<file path="config.mk">
export PLATFORM = sky130hd
export DESIGN_NAME = lprtc_core
export DESIGN_NICKNAME = d
export VERILOG_FILES = /design/src/shared/lprtc_pkg.sv /design/src/verilog/lprtc_tamp.sv /design/src/verilog/lprtc_core.sv
export SDC_FILE = /design/constraint.sdc
export NUM_CORES = 1
export LEC_CHECK = 0
export BUFFER_PORTS_ARGS = -buffer_cell sky130_fd_sc_hd__buf_4
export CORE_ASPECT_RATIO = 0.7
export CORE_MARGIN = 2
export CORE_UTILIZATION = 60
export CTS_CLUSTER_DIAMETER = 100
export DETAILED_ROUTE_END_ITERATION = 10
export MAX_ROUTING_LAYER = met4
export PLACE_DENSITY = 0.95
export SETUP_SLACK_MARGIN = 0.5
export SLEW_MARGIN = 20
export SYNTH_ARGS = -nofsm -noshare
export SYNTH_HDL_FRONTEND = slang
export SYNTH_HIERARCHICAL = 1
export SYNTH_SLANG_ARGS = --single-unit
</file>
<file path="constraint.sdc">
create_clock -name clk_i -period 7.15 [get_ports clk_i]
set_input_delay 1.43 -clock clk_i [delete_from_list [all_inputs] [get_ports clk_i]]
set_output_delay 1.43 -clock clk_i [all_outputs]
set_load 0.01 [all_outputs]
</file>
<file path="src/shared/lprtc_pkg.sv">
// constants and carrier types for the low-power calendar timer
// assumes one 50 MHz system clock; oscillators arrive as plain pins
package lprtc_pkg;
  localparam int unsigned CLK_MHZ = 50;
  localparam int unsigned FD_TIMEOUT_US = 200;
  localparam int unsigned FAIL_CYC_DEF = FD_TIMEOUT_US * CLK_MHZ;
  localparam int unsigned CAL_WIN_W = 20;
  localparam int unsigned WUT_W = 17;
  localparam logic [7:0] SEC_MAX = 8'h59;
  localparam logic [5:0] HR24_MAX = 6'h23;
  localparam logic [5:0] HR12_NOON = 6'h11;
  localparam logic [5:0] HR12_TOP = 6'h12;
  localparam logic [5:0] HR12_FIRST = 6'h01;
  localparam logic [2:0] WDAY_MAX = 3'h7;
  localparam logic [2:0] WDAY_FIRST = 3'h1;
  localparam logic [5:0] DATE_FIRST = 6'h01;
  localparam logic [4:0] MONTH_MAX = 5'h12;
  localparam logic [4:0] MONTH_FIRST = 5'h01;
  localparam logic [4:0] MONTH_FEB = 5'h02;
  localparam logic [7:0] YEAR_MAX = 8'h99;

  typedef enum logic [1:0] {
    SRC_FAST_EXT, SRC_FAST_RC, SRC_SLOW_EXT, SRC_SLOW_RC
  } lprtc_src_t;

  typedef enum logic [1:0] {FD_OFF, FD_WATCH, FD_FAIL} lprtc_fd_t;

  typedef struct packed {
    logic [7:0] year;
    logic [4:0] month;
    logic [5:0] date;
    logic [2:0] wday;
    logic pm;
    logic [5:0] hour;
    logic [7:0] min;
    logic [7:0] sec;
  } lprtc_cal_t;

  localparam lprtc_cal_t CAL_RST = '{year: 8'h00, month: 5'h01,
    date: 6'h01, wday: 3'h1, pm: 1'b0, hour: 6'h00, min: 8'h00,
    sec: 8'h00};

  typedef struct packed {
    logic msk_date;
    logic msk_hour;
    logic msk_min;
    logic msk_sec;
    logic [5:0] date;
    logic pm;
    logic [5:0] hour;
    logic [7:0] min;
    logic [7:0] sec;
  } lprtc_alarm_t;
endpackage

</file>
<file path="src/verilog/lprtc_tamp.sv">
// one tamper input: synchroniser, polarity and sample filter
// assumes sample_i is a one-cycle pulse of the timekeeping clock
`timescale 1ns/100ps
module lprtc_tamp import lprtc_pkg::*; (
  input wire logic clk_i,
  input wire logic resetn_i,
  input wire logic pin_i,
  input wire logic en_i,
  input wire logic high_i,
  input wire logic [1:0] filt_i,
  input wire logic sample_i,
  output logic event_o
);
  logic s1, s2, prev, next_prev, next_event;
  logic [3:0] cnt, next_cnt;
  logic lvl;
  logic [3:0] target;

  always_comb begin
    lvl = high_i ? s2 : ~s2;
    target = 4'h1 << filt_i;
    next_prev = lvl;
    next_cnt = cnt;
    next_event = 1'b0;
    if (!en_i) begin
      next_cnt = '0;
    end else if (filt_i == 2'h0) begin
      next_event = lvl && !prev;
    end else if (sample_i) begin
      // hold count at target so one long pulse gives one event
      if (!lvl) begin
        next_cnt = '0;
      end else if (cnt != target) begin
        next_cnt = cnt + 4'h1;
        next_event = (cnt + 4'h1) == target;
      end
    end
  end

  always_ff @(posedge clk_i or negedge resetn_i) begin
    if (!resetn_i) begin
      s1 <= 1'b0;
      s2 <= 1'b0;
      prev <= 1'b0;
      cnt <= '0;
      event_o <= 1'b0;
    end else begin
      s1 <= pin_i;
      s2 <= s1;
      prev <= next_prev;
      cnt <= next_cnt;
      event_o <= next_event;
    end
  end
endmodule

</file>
<file path="src/verilog/lprtc_core.sv">
// low-power calendar timer: prescalers, calendar, alarm, wakeup timer,
// slow crystal failure detector and three filtered tamper inputs
// assumes config inputs come from clk_i logic; pins and oscillators do not
`timescale 1ns/100ps
module lprtc_core import lprtc_pkg::*; #(
  parameter int unsigned FAIL_CYC = FAIL_CYC_DEF,
  parameter int unsigned APRE_W = 7,
  parameter int unsigned SPRE_W = 15
) (
  input wire logic clk_i,
  input wire logic resetn_i,
  input wire logic fast_ext_crystal_clk_i,
  input wire logic fast_int_rc_clk_i,
  input wire logic slow_ext_crystal_clk_i,
  input wire logic slow_int_rc_clk_i,
  input wire lprtc_src_t src_sel_i,
  input wire logic fmt12_i,
  input wire logic [APRE_W-1:0] apre_div_i,
  input wire logic [SPRE_W-1:0] spre_div_i,
  input wire logic cal_load_i,
  input wire lprtc_cal_t cal_set_i,
  input wire logic [8:0] calib_minus_i,
  input wire logic shift_req_i,
  input wire logic [14:0] shift_n_i,
  input wire logic alarm_en_i,
  input wire lprtc_alarm_t alarm_i,
  input wire logic alarm_clr_i,
  input wire logic wut_en_i,
  input wire logic [2:0] wut_sel_i,
  input wire logic [15:0] wut_reload_i,
  input wire logic wut_clr_i,
  input wire logic fd_en_i,
  input wire logic fd_auto_i,
  input wire logic fd_irq_en_i,
  input wire logic fd_clr_i,
  input wire logic [2:0] tamper_pin_i,
  input wire logic [2:0] tamper_en_i,
  input wire logic tamper_high_i,
  input wire logic [1:0] tamper_filt_i,
  input wire logic [2:0] tamper_clr_i,
  output lprtc_cal_t cal_o,
  output logic [SPRE_W-1:0] subsec_o,
  output logic shift_busy_o,
  output lprtc_src_t active_src_o,
  output logic alarm_flag_o,
  output logic wut_flag_o,
  output logic fd_flag_o,
  output logic [2:0] tamper_flag_o,
  output logic wake_o
);
  localparam int unsigned FCW = $clog2(FAIL_CYC + 1);

  if (FAIL_CYC < 2 || SPRE_W < 1 || SPRE_W > 16 || APRE_W < 1) begin : g_chk
    $error("lprtc_core: unsupported parameter values");
  end

  function automatic logic [7:0] bcd_inc(input logic [7:0] v);
    bcd_inc = (v[3:0] == 4'h9) ? {v[7:4] + 4'h1, 4'h0} : v + 8'h01;
  endfunction

  function automatic logic [5:0] month_days(input logic [4:0] m,
                                            input logic [7:0] y);
    logic [1:0] r;
    r = {y[4], 1'b0} + y[1:0]; // year mod 4 from BCD tens parity
    if (m == MONTH_FEB) month_days = (r == 2'h0) ? 6'h29 : 6'h28;
    else if (m == 5'h04 || m == 5'h06 || m == 5'h09 || m == 5'h11)
      month_days = 6'h30;
    else month_days = 6'h31;
  endfunction

  // oscillator pins: two flops, third only for edge detect
  logic [3:0] osc_s1, osc_s2, osc_s3;
  logic raw, drop, p, a_tick, s_tick;
  assign raw = osc_s2[active_src_o] && !osc_s3[active_src_o];

  // failure detector on slow crystal edges
  lprtc_fd_t fd_st, next_fd_st;
  logic [FCW-1:0] fd_cnt, next_fd_cnt;
  logic fd_flag_set, next_fd_flag;
  lprtc_src_t next_src;
  logic se_edge;

  always_comb begin
    se_edge = osc_s2[SRC_SLOW_EXT] && !osc_s3[SRC_SLOW_EXT];
    next_fd_st = fd_st;
    next_fd_cnt = se_edge ? '0 : fd_cnt + FCW'(1);
    fd_flag_set = 1'b0;
    unique case (fd_st)
      FD_OFF: begin
        next_fd_cnt = '0;
        if (fd_en_i) next_fd_st = FD_WATCH;
      end
      FD_WATCH: begin
        if (!fd_en_i) next_fd_st = FD_OFF;
        else if (!se_edge && fd_cnt == FCW'(FAIL_CYC - 1)) begin
          next_fd_st = FD_FAIL;
          fd_flag_set = 1'b1;
        end
      end
      FD_FAIL: begin
        next_fd_cnt = '0;
        if (!fd_en_i) next_fd_st = FD_OFF;
      end
    endcase
    next_fd_flag = fd_flag_set || (fd_flag_o && !fd_clr_i);
    next_src = src_sel_i;
    if (fd_st == FD_FAIL && fd_auto_i && src_sel_i == SRC_SLOW_EXT)
      next_src = SRC_SLOW_RC;
  end

  // prescalers, calibration window and shift absorber
  logic [APRE_W-1:0] apre, next_apre;
  logic [SPRE_W-1:0] spre, next_spre;
  logic [CAL_WIN_W-1:0] win, next_win;
  logic [14:0] pend, next_pend;

  always_comb begin
    drop = raw && (win < CAL_WIN_W'(calib_minus_i));
    p = raw && !drop;
    next_win = raw ? win + CAL_WIN_W'(1) : win;
    next_apre = apre;
    next_spre = spre;
    next_pend = pend;
    a_tick = 1'b0;
    s_tick = 1'b0;
    if (p) begin
      if (apre == '0) begin
        next_apre = apre_div_i;
        a_tick = 1'b1;
      end else begin
        next_apre = apre - APRE_W'(1);
      end
    end
    if (a_tick) begin
      if (pend != '0) begin
        next_pend = pend - 15'h1;
      end else if (spre == '0) begin
        next_spre = spre_div_i;
        s_tick = 1'b1;
      end else begin
        next_spre = spre - SPRE_W'(1);
      end
    end
    if (shift_req_i && pend == '0) next_pend = shift_n_i;
    if (cal_load_i) begin
      next_apre = apre_div_i;
      next_spre = spre_div_i;
    end
  end

  // calendar
  lprtc_cal_t next_cal;
  logic day;
  // widened increments, sliced below to the field widths
  logic [7:0] hr_inc, dt_inc, mo_inc;
  assign hr_inc = bcd_inc({2'h0, cal_o.hour});
  assign dt_inc = bcd_inc({2'h0, cal_o.date});
  assign mo_inc = bcd_inc({3'h0, cal_o.month});

  always_comb begin
    next_cal = cal_o;
    day = 1'b0;
    if (cal_load_i) begin
      next_cal = cal_set_i;
    end else if (s_tick) begin
      next_cal.sec = bcd_inc(cal_o.sec);
      if (cal_o.sec == SEC_MAX) begin
        next_cal.sec = '0;
        next_cal.min = bcd_inc(cal_o.min);
        if (cal_o.min == SEC_MAX) begin
          next_cal.min = '0;
          next_cal.hour = hr_inc[5:0];
          if (fmt12_i) begin
            if (cal_o.hour == HR12_TOP) next_cal.hour = HR12_FIRST;
            if (cal_o.hour == HR12_NOON) begin
              next_cal.pm = !cal_o.pm;
              day = cal_o.pm;
            end
          end else if (cal_o.hour == HR24_MAX) begin
            next_cal.hour = '0;
            day = 1'b1;
          end
        end
      end
      if (day) begin
        next_cal.wday = (cal_o.wday == WDAY_MAX) ? WDAY_FIRST
                        : cal_o.wday + 3'h1;
        next_cal.date = dt_inc[5:0];
        if (cal_o.date == month_days(cal_o.month, cal_o.year)) begin
          next_cal.date = DATE_FIRST;
          next_cal.month = mo_inc[4:0];
          if (cal_o.month == MONTH_MAX) begin
            next_cal.month = MONTH_FIRST;
            next_cal.year = (cal_o.year == YEAR_MAX) ? 8'h00
                            : bcd_inc(cal_o.year);
          end
        end
      end
    end
  end

  // alarm, wakeup timer, tamper flags and wake request
  logic cal_upd, hit, w_step;
  logic [3:0] wdiv, next_wdiv, wmask;
  logic [WUT_W-1:0] wcnt, next_wcnt;
  logic wut_on, next_alarm, next_wut;
  logic [2:0] tev, next_tamp;
  logic next_wake;

  always_comb begin
    // masked fields repeat the alarm at the finest masked unit
    hit = alarm_en_i
      && (alarm_i.msk_sec || alarm_i.sec == cal_o.sec)
      && (alarm_i.msk_min || alarm_i.min == cal_o.min)
      && (alarm_i.msk_hour || (alarm_i.hour == cal_o.hour
          && alarm_i.pm == cal_o.pm))
      && (alarm_i.msk_date || alarm_i.date == cal_o.date);
    next_alarm = (cal_upd && hit)
                 || (alarm_flag_o && !alarm_clr_i);
    wmask = 4'hf >> wut_sel_i[1:0];
    next_wdiv = p ? wdiv + 4'h1 : wdiv;
    w_step = wut_sel_i[2] ? s_tick : (p && (wdiv & wmask) == wmask);
    next_wcnt = wcnt;
    next_wut = wut_flag_o && !wut_clr_i;
    if (!wut_on) begin
      next_wcnt = {wut_sel_i[2] & wut_sel_i[1], wut_reload_i};
    end else if (w_step) begin
      if (wcnt == '0) begin
        next_wcnt = {wut_sel_i[2] & wut_sel_i[1], wut_reload_i};
        next_wut = 1'b1;
      end else begin
        next_wcnt = wcnt - WUT_W'(1);
      end
    end
    next_tamp = tev | (tamper_flag_o & ~tamper_clr_i);
    // free-running events end deep sleep, and
    next_wake = alarm_flag_o || wut_flag_o || (|tamper_flag_o)
                || (fd_flag_o && fd_irq_en_i);
  end

  for (genvar i = 0; i < 3; i++) begin : g_tamp
    lprtc_tamp u_tamp (
      .clk_i(clk_i),
      .resetn_i(resetn_i),
      .pin_i(tamper_pin_i[i]),
      .en_i(tamper_en_i[i]),
      .high_i(tamper_high_i),
      .filt_i(tamper_filt_i),
      .sample_i(p),
      .event_o(tev[i])
    );
  end

  assign subsec_o = spre;

  always_ff @(posedge clk_i or negedge resetn_i) begin
    if (!resetn_i) begin
      osc_s1 <= '0;
      osc_s2 <= '0;
      osc_s3 <= '0;
      fd_st <= FD_OFF;
      fd_cnt <= '0;
      fd_flag_o <= 1'b0;
      active_src_o <= SRC_SLOW_RC;
      apre <= '0;
      spre <= '0;
      win <= '0;
      pend <= '0;
      shift_busy_o <= 1'b0;
      cal_o <= CAL_RST;
      cal_upd <= 1'b0;
      wdiv <= '0;
      wcnt <= '0;
      wut_on <= 1'b0;
      alarm_flag_o <= 1'b0;
      wut_flag_o <= 1'b0;
      tamper_flag_o <= '0;
      wake_o <= 1'b0;
    end else begin
      osc_s1 <= {slow_int_rc_clk_i, slow_ext_crystal_clk_i,
                 fast_int_rc_clk_i, fast_ext_crystal_clk_i};
      osc_s2 <= osc_s1;
      osc_s3 <= osc_s2;
      fd_st <= next_fd_st;
      fd_cnt <= next_fd_cnt;
      fd_flag_o <= next_fd_flag;
      active_src_o <= next_src;
      apre <= next_apre;
      spre <= next_spre;
      win <= next_win;
      pend <= next_pend;
      shift_busy_o <= |next_pend;
      cal_o <= next_cal;
      cal_upd <= s_tick || cal_load_i;
      wdiv <= next_wdiv;
      wcnt <= next_wcnt;
      wut_on <= wut_en_i;
      alarm_flag_o <= next_alarm;
      wut_flag_o <= next_wut;
      tamper_flag_o <= next_tamp;
      wake_o <= next_wake;
    end
  end
endmodule

</file>
Yosys cells after proc, flatten, opt, wreduce, memory -nomap -nowiden
Cells that the tools add are included.
- magnitude comparators: 2
- add/sub/neg operators: 24
- equal/unequal tests: 50
- reductions and logical operators: 78
- shift-type cells: 2
- mux-type cells: 103
- bitwise gates (word level): 8
- operators by type and width (operator ; number):
    $mux 15 ; 8
    $mux 45 ; 2
    $mux 4 ; 15
    $mux 17 ; 3
    $mux 6 ; 8
    $mux 1 ; 43
    $mux 8 ; 4
    $logic_not 15->1 ; 2
    $sub 15x1->15 const B ; 2
    $add 4x1->4 const B ; 7
    $mux 14 ; 2
    $add 8x1->8 const B ; 3
    $eq 4x4->1 const B ; 6
    $mux 23 ; 1
    $logic_and 1x1->1 ; 22
    $mux 22 ; 1
    $mux 7 ; 3
    $add 20x1->20 const B ; 1
    $lt 20x9->1 ; 1
    $reduce_bool 2->1 ; 10
    $mux 19 ; 1
    $eq 6x6->1 ; 3
    $reduce_and 3->1 ; 6
    $logic_not 17->1 ; 1
    other kinds (54) ; 112
- word-level logic and storage cells: 310
- bits of input ports: 174
- output and inout port bits: 70
- register bits: 187

Logic depth before layout (Yosys ltp)
- depth after elaboration: 19
- depth in mapped cells: 13
- gate-level depth less buffers: 12

Cells and area by module
Netlist, hierarchy kept.
- by module, submodules not included (module ; cells an instance ; area each (um2) ; sequential area each (um2) ; times used):
    lprtc_core ; 1120 ; 9839.4 ; 4085.2 ; 1
    lprtc_tamp ; 64 ; 556.8 ; 200.2 ; 3

Least setup slack after synthesis
OpenSTA, ideal clock, no wires.
- path type: input port to flip-flop
- start: input calib_minus_i[8]
- end: register shift_busy_o
- stages: 10
- slack: 2807 ps
- setup time: 138 ps
- required time: 7012 ps
- buffers on the path: 0
- data arrival time: 4204 ps
- path through: inv_1 > ha_1 > inv_1 > or4_4 > or3_4 > a2111o_1 > o21a_1 > nor4_1 > nand4b_1 > or4b_1
- longest elaborated chain between the ends: 8
- RTL lines (what ; RTL line ; text):
    from (decl) ; lprtc_core.sv:22 ; input wire logic [8:0] calib_minus_i,
    $lt 20x9->1 ; lprtc_core.sv:118 ; drop = raw && (win < CAL_WIN_W'(calib_minus_i));
    $logic_and 1x1->1 ; lprtc_core.sv:118 ;
    $logic_not 1->1 ; lprtc_core.sv:119 ; p = raw && !drop;
    $logic_and 1x1->1 ; lprtc_core.sv:119 ;
    $mux 1 ; lprtc_core.sv:126 ; if (p) begin
    $mux 15 ; lprtc_core.sv:134 ; if (a_tick) begin
    $mux 15 ; lprtc_core.sv:144 ; if (shift_req_i && pend == '0) next_pend = shift_n_i;
    $reduce_or 15->1 ; lprtc_core.sv:292 ; shift_busy_o <= |next_pend;
    to (signal assigned) ; lprtc_core.sv:292 ;
    to (decl) ; lprtc_core.sv:43 ; output logic shift_busy_o,
No other way between the ends.
A chain may end at the register's enable or synchronous reset.

Final worst setup path
- start: input calib_minus_i[8]
- end: register cal_o[7] in the netlist's numbering
- longest elaborated chain between the ends: 7
- RTL lines (what ; RTL line ; text):
    $lt 20x9->1 ; lprtc_core.sv:118 ;
    $logic_and 1x1->1 ; lprtc_core.sv:118 ;
    $logic_not 1->1 ; lprtc_core.sv:119 ;
    $logic_and 1x1->1 ; lprtc_core.sv:119 ;
    $mux 1 ; lprtc_core.sv:126 ;
    $mux 1 ; lprtc_core.sv:134 ;
    $reduce_bool 2->1 (no line) ; n/a ;
    to (signal assigned) ; lprtc_core.sv:293 ; cal_o <= next_cal;
    to (decl) ; lprtc_core.sv:41 ; output lprtc_cal_t cal_o,
No other way between the ends.

==> flow_metrics.tcl <==
set metrics [dict create \
    status "complete, no violations" \
    grt_util_all_layers_pct 31.9 \
    first_global_vias 10400 \
    crit_slowest_cell "or4_4" \
    critical_path.endpoint_type "flop" \
    timing.critical_path.mode_cell "inv_1" \
    die_h_microns 120 \
    yosys-top-cells-area "dfrtp_1, a21oi_1, ha_1, o21ai_0, nand2_1" \
    layout.core_utilization_pct 74.1 \
    tritoncts "yes" \
    route.final.wire_length_microns 31600 \
    post_synth_top_area_cell "dfrtp_1" \
    holdCritPathClass "reg -> reg" \
    drc 0 \
    met3_usage_pct 6.93 \
    final_max_slew_viol_count 0 \
    timing.max_slew.rel_slack_pct 27.2 \
    cp_cell_sequence "buf_4, inv_1, ha_1, inv_1, or4_4, nor3_1, o21ai_1, inv_1, nand3_1, nor3_1, mux2i_1, o21ai_0" \
    yosys.area.top_type_share_pct 39.6 \
    synth_flop_cell "dfrtp_1" \
    fp.dieArea_sq_mm 0.0203 \
    nets 1731 \
    route.antenna.remaining_nets 0 \
    avgSynthCellArea_sq_um 8.77 \
    maxClockFrequency_ghz 0.216 \
    maxCapViolations 0 \
    setup_tns_ns 0 \
    synth-edff-count 0 \
    clk_transition_reported_paths_ns 0.07 \
    slew_at_the_pin_closest_to_its_max_slew_limit_ns 1.09 \
    floorplan.io_pins 244 \
    clock_tree.buffer_depth 2 \
    layout_min_cycle_time_ns 4.63 \
    power.leakage_nw 6.36 \
    comb_power_share_pct 21.6 \
    htree_num_levels 4 \
    pwr-share-clk_pct 31.9 \
    portBuffers 243 \
    netlist_area_sq_mm 0.0115 \
    power-per-cell-area_mw_per_mm2 206 \
    net-switching-power_w 0.000942 \
    synth_cell_type_count 79 \
    cts-resized-gates 0 \
    layout-drive-gt1-share_pct 20.5 \
    route.vias.total 11100 \
    grt_pass1_wl_microns 50900 \
    fraction_of_met1_tracks_used_by_global_routing_pct 42.7 \
    grt_remaining_overflow 0 \
    busiest_layer "met2" \
    seqPwrFrac_pct 46.5 \
    flow.area_growth_from_synthesis_pct 21.4 \
    synth.yosys.warnings 6 \
    detailed_place_hpwl_microns 22900 \
    ys_seq_area_share_pct 40.7 \
    detail_route.wl_per_cell_microns 17.8 \
    sw_frac_of_total_pct 32.7 \
    worst-endpoint-required_ns 7.43 \
    drt_pre_antenna_iters 5 \
    worst_vdd_drop_mv 0.161 \
    routabilityCongestion 0.935 \
    cts.repair_timing.setup_buffer_count 0 \
    timing_hold_violations_final 0 \
    cts-root-buf "clkbuf_16" \
    first_iter_violations 1402 \
    worstSetupPathType "in -> reg" \
    drt-vias-per-instance 6.25 \
    number_of_antenna_violations_at_the_first_check_in_global_routing 0 \
    clock_sinks 187 \
    cp_max_fo 16 \
    groute.layer.met2.usage_pct 49.0 \
    yosys.cell_count.top_type "dfrtp_1" \
    timing.final.setup_violations 0 \
    number_of_buffers_created_by_cts 17 \
    finalCritPeriodShare_pct 64.7 \
    ys_async_rst_share_pct 100 \
    cp.buffers_inverters 4 \
    synth.net_count 1525 \
    fin_skew_ns 0.0135 \
    post_synth_inst_count 1312 \
    placementRows 42 \
    critPathTopFamily "simple AND/OR/NAND/NOR gates" \
    initial_core_util_pct 61.0 \
    ys_ff_latch 187 \
    cp-start-kind "input pin" \
    die_width_microns 170 \
    grt_max_degree 119 \
    critical-path-max-stage-delay_ns 0.54 \
    holdBufCountCts 0 \
    worst-endpoint-arrival_ns 4.91 \
    worst_skew_pair_latency_ns 0.43 \
    antenna_cells_inserted 0 \
    rsz0062_at_grt "false" \
    core_area_sq_mm 0.0189 \
    p_int_w 0.00194 \
    synth_commonest_cells "dfrtp_1, nand2_1, a21oi_1" \
]
-- worst paths after layout --
check,from,end,slack (ns),depth (start not counted)
max in group asynchronous,resetn_i,cal_o[0],4.59,2
setup / recovery,calib_minus_i[8],cal_o[7],2.52,12
setup reg to reg,subsec_o[0],cal_o[41],2.77,10
hold / removal,g_tamp[2].u_tamp/s1,g_tamp[2].u_tamp/s2,0.35,0
hold reg to reg,g_tamp[2].u_tamp/s1,g_tamp[2].u_tamp/s2,0.35,0
min in group asynchronous,resetn_i,wcnt[6],1.07,1
-- per-stage QoR --
| step | cell area [sq um] | cells | setup WS, ns | hold WS (ns) | power (W) |
|---|---|---|---|---|---|
| after floorplan | 11500 | 1312 | 2.81 | 0.331 | 0.00170 |
| after global placement | 13400 | 1741 | 2.32 | 0.334 | 0.00193 |
| after detailed placement | 13400 | 1741 | 2.13 | 0.335 | 0.00197 |
| after CTS | 14000 | 1773 | 2.58 | 0.350 | 0.00289 |
| after global routing | 14000 | 1773 | 2.30 | 0.365 | 0.00303 |
| final | 14000 | 1773 | 2.52 | 0.352 | 0.00288 |
-- cell type report --
| cell class | instances | area (sq um) |
|---|---|---|
| fill | 1297 | 4890 |
| timing repair buffer | 248 | 1870 |
| inverter | 69 | 259 |
| multi-input combinational | 995 | 6290 |
| clock buffer | 18 | 439 |
| tap | 242 | 303 |
| sequential | 187 | 4690 |
| clock inverter | 14 | 133 |
-- power groups by stage --
stage / Combinational, W / Clock (W) / Sequential [W]
after detailed placement: 0.000616 / 0 / 0.00135
after global routing: 0.000693 / 0.000976 / 0.00136
final: 0.000622 / 0.000919 / 0.00134
after global placement: 0.000588 / 0 / 0.00134
after floorplan: 0.000413 / 0 / 0.00129
after CTS: 0.000621 / 0.000933 / 0.00133
-- cell usage in the layout, fill, tap and decap left out, types with 20 or more instances in the layout --
| cell type | netlist | routed |
|---|---|---|
| ha_1 | 39 | 39 |
| xor2_1 | 44 | 44 |
| a21oi_1 | 107 | 107 |
| nand2b_1 | 20 | 20 |
| or3_1 | 20 | 20 |
| inv_1 | 69 | 69 |
| nor2_1 | 102 | 101 |
| xnor2_1 | 33 | 33 |
| o21ai_1 | 20 | 20 |
| buf_4 | 3 | 247 |
| dfrtp_1 | 182 | 182 |
| nor4_1 | 27 | 26 |
| o21ai_0 | 97 | 97 |
| nand3_1 | 55 | 55 |
| nor3_1 | 40 | 40 |
| nand2_1 | 112 | 112 |
-- routing by layer --
layer,part of all wire (%),vias to the layer above
li1,-,5163
met1,43,5278
met2,47,563
met3,8.1,75
met4,2.6,0
met5,0,-
-- kinds of logic after synthesis --
| kind of cell | after synthesis | share of synthesized area (%) |
|---|---|---|
| compound gates | 356 | 19.4 |
| buf+inv | 130 | 4.80 |
| fa+ha+maj | 39 | 4.24 |
| flops | 187 | 40.7 |
| simple gates | 500 | 22.8 |
| xor+xnor | 77 | 5.86 |
| mux | 23 | 2.26 |
-- sequential cells by signal, summed over array words and instances (netlist names), 4 cells and up --
name / cells
apre: 7
win: 20
g_tamp.u_tamp/cnt: 12
osc_s1: 4
osc_s3: 4
cal_o: 45
wcnt: 17
pend: 15
subsec_o: 15
wdiv: 4
osc_s2: 4
fd_cnt: 14
Power figures use the tool's default switching activity.
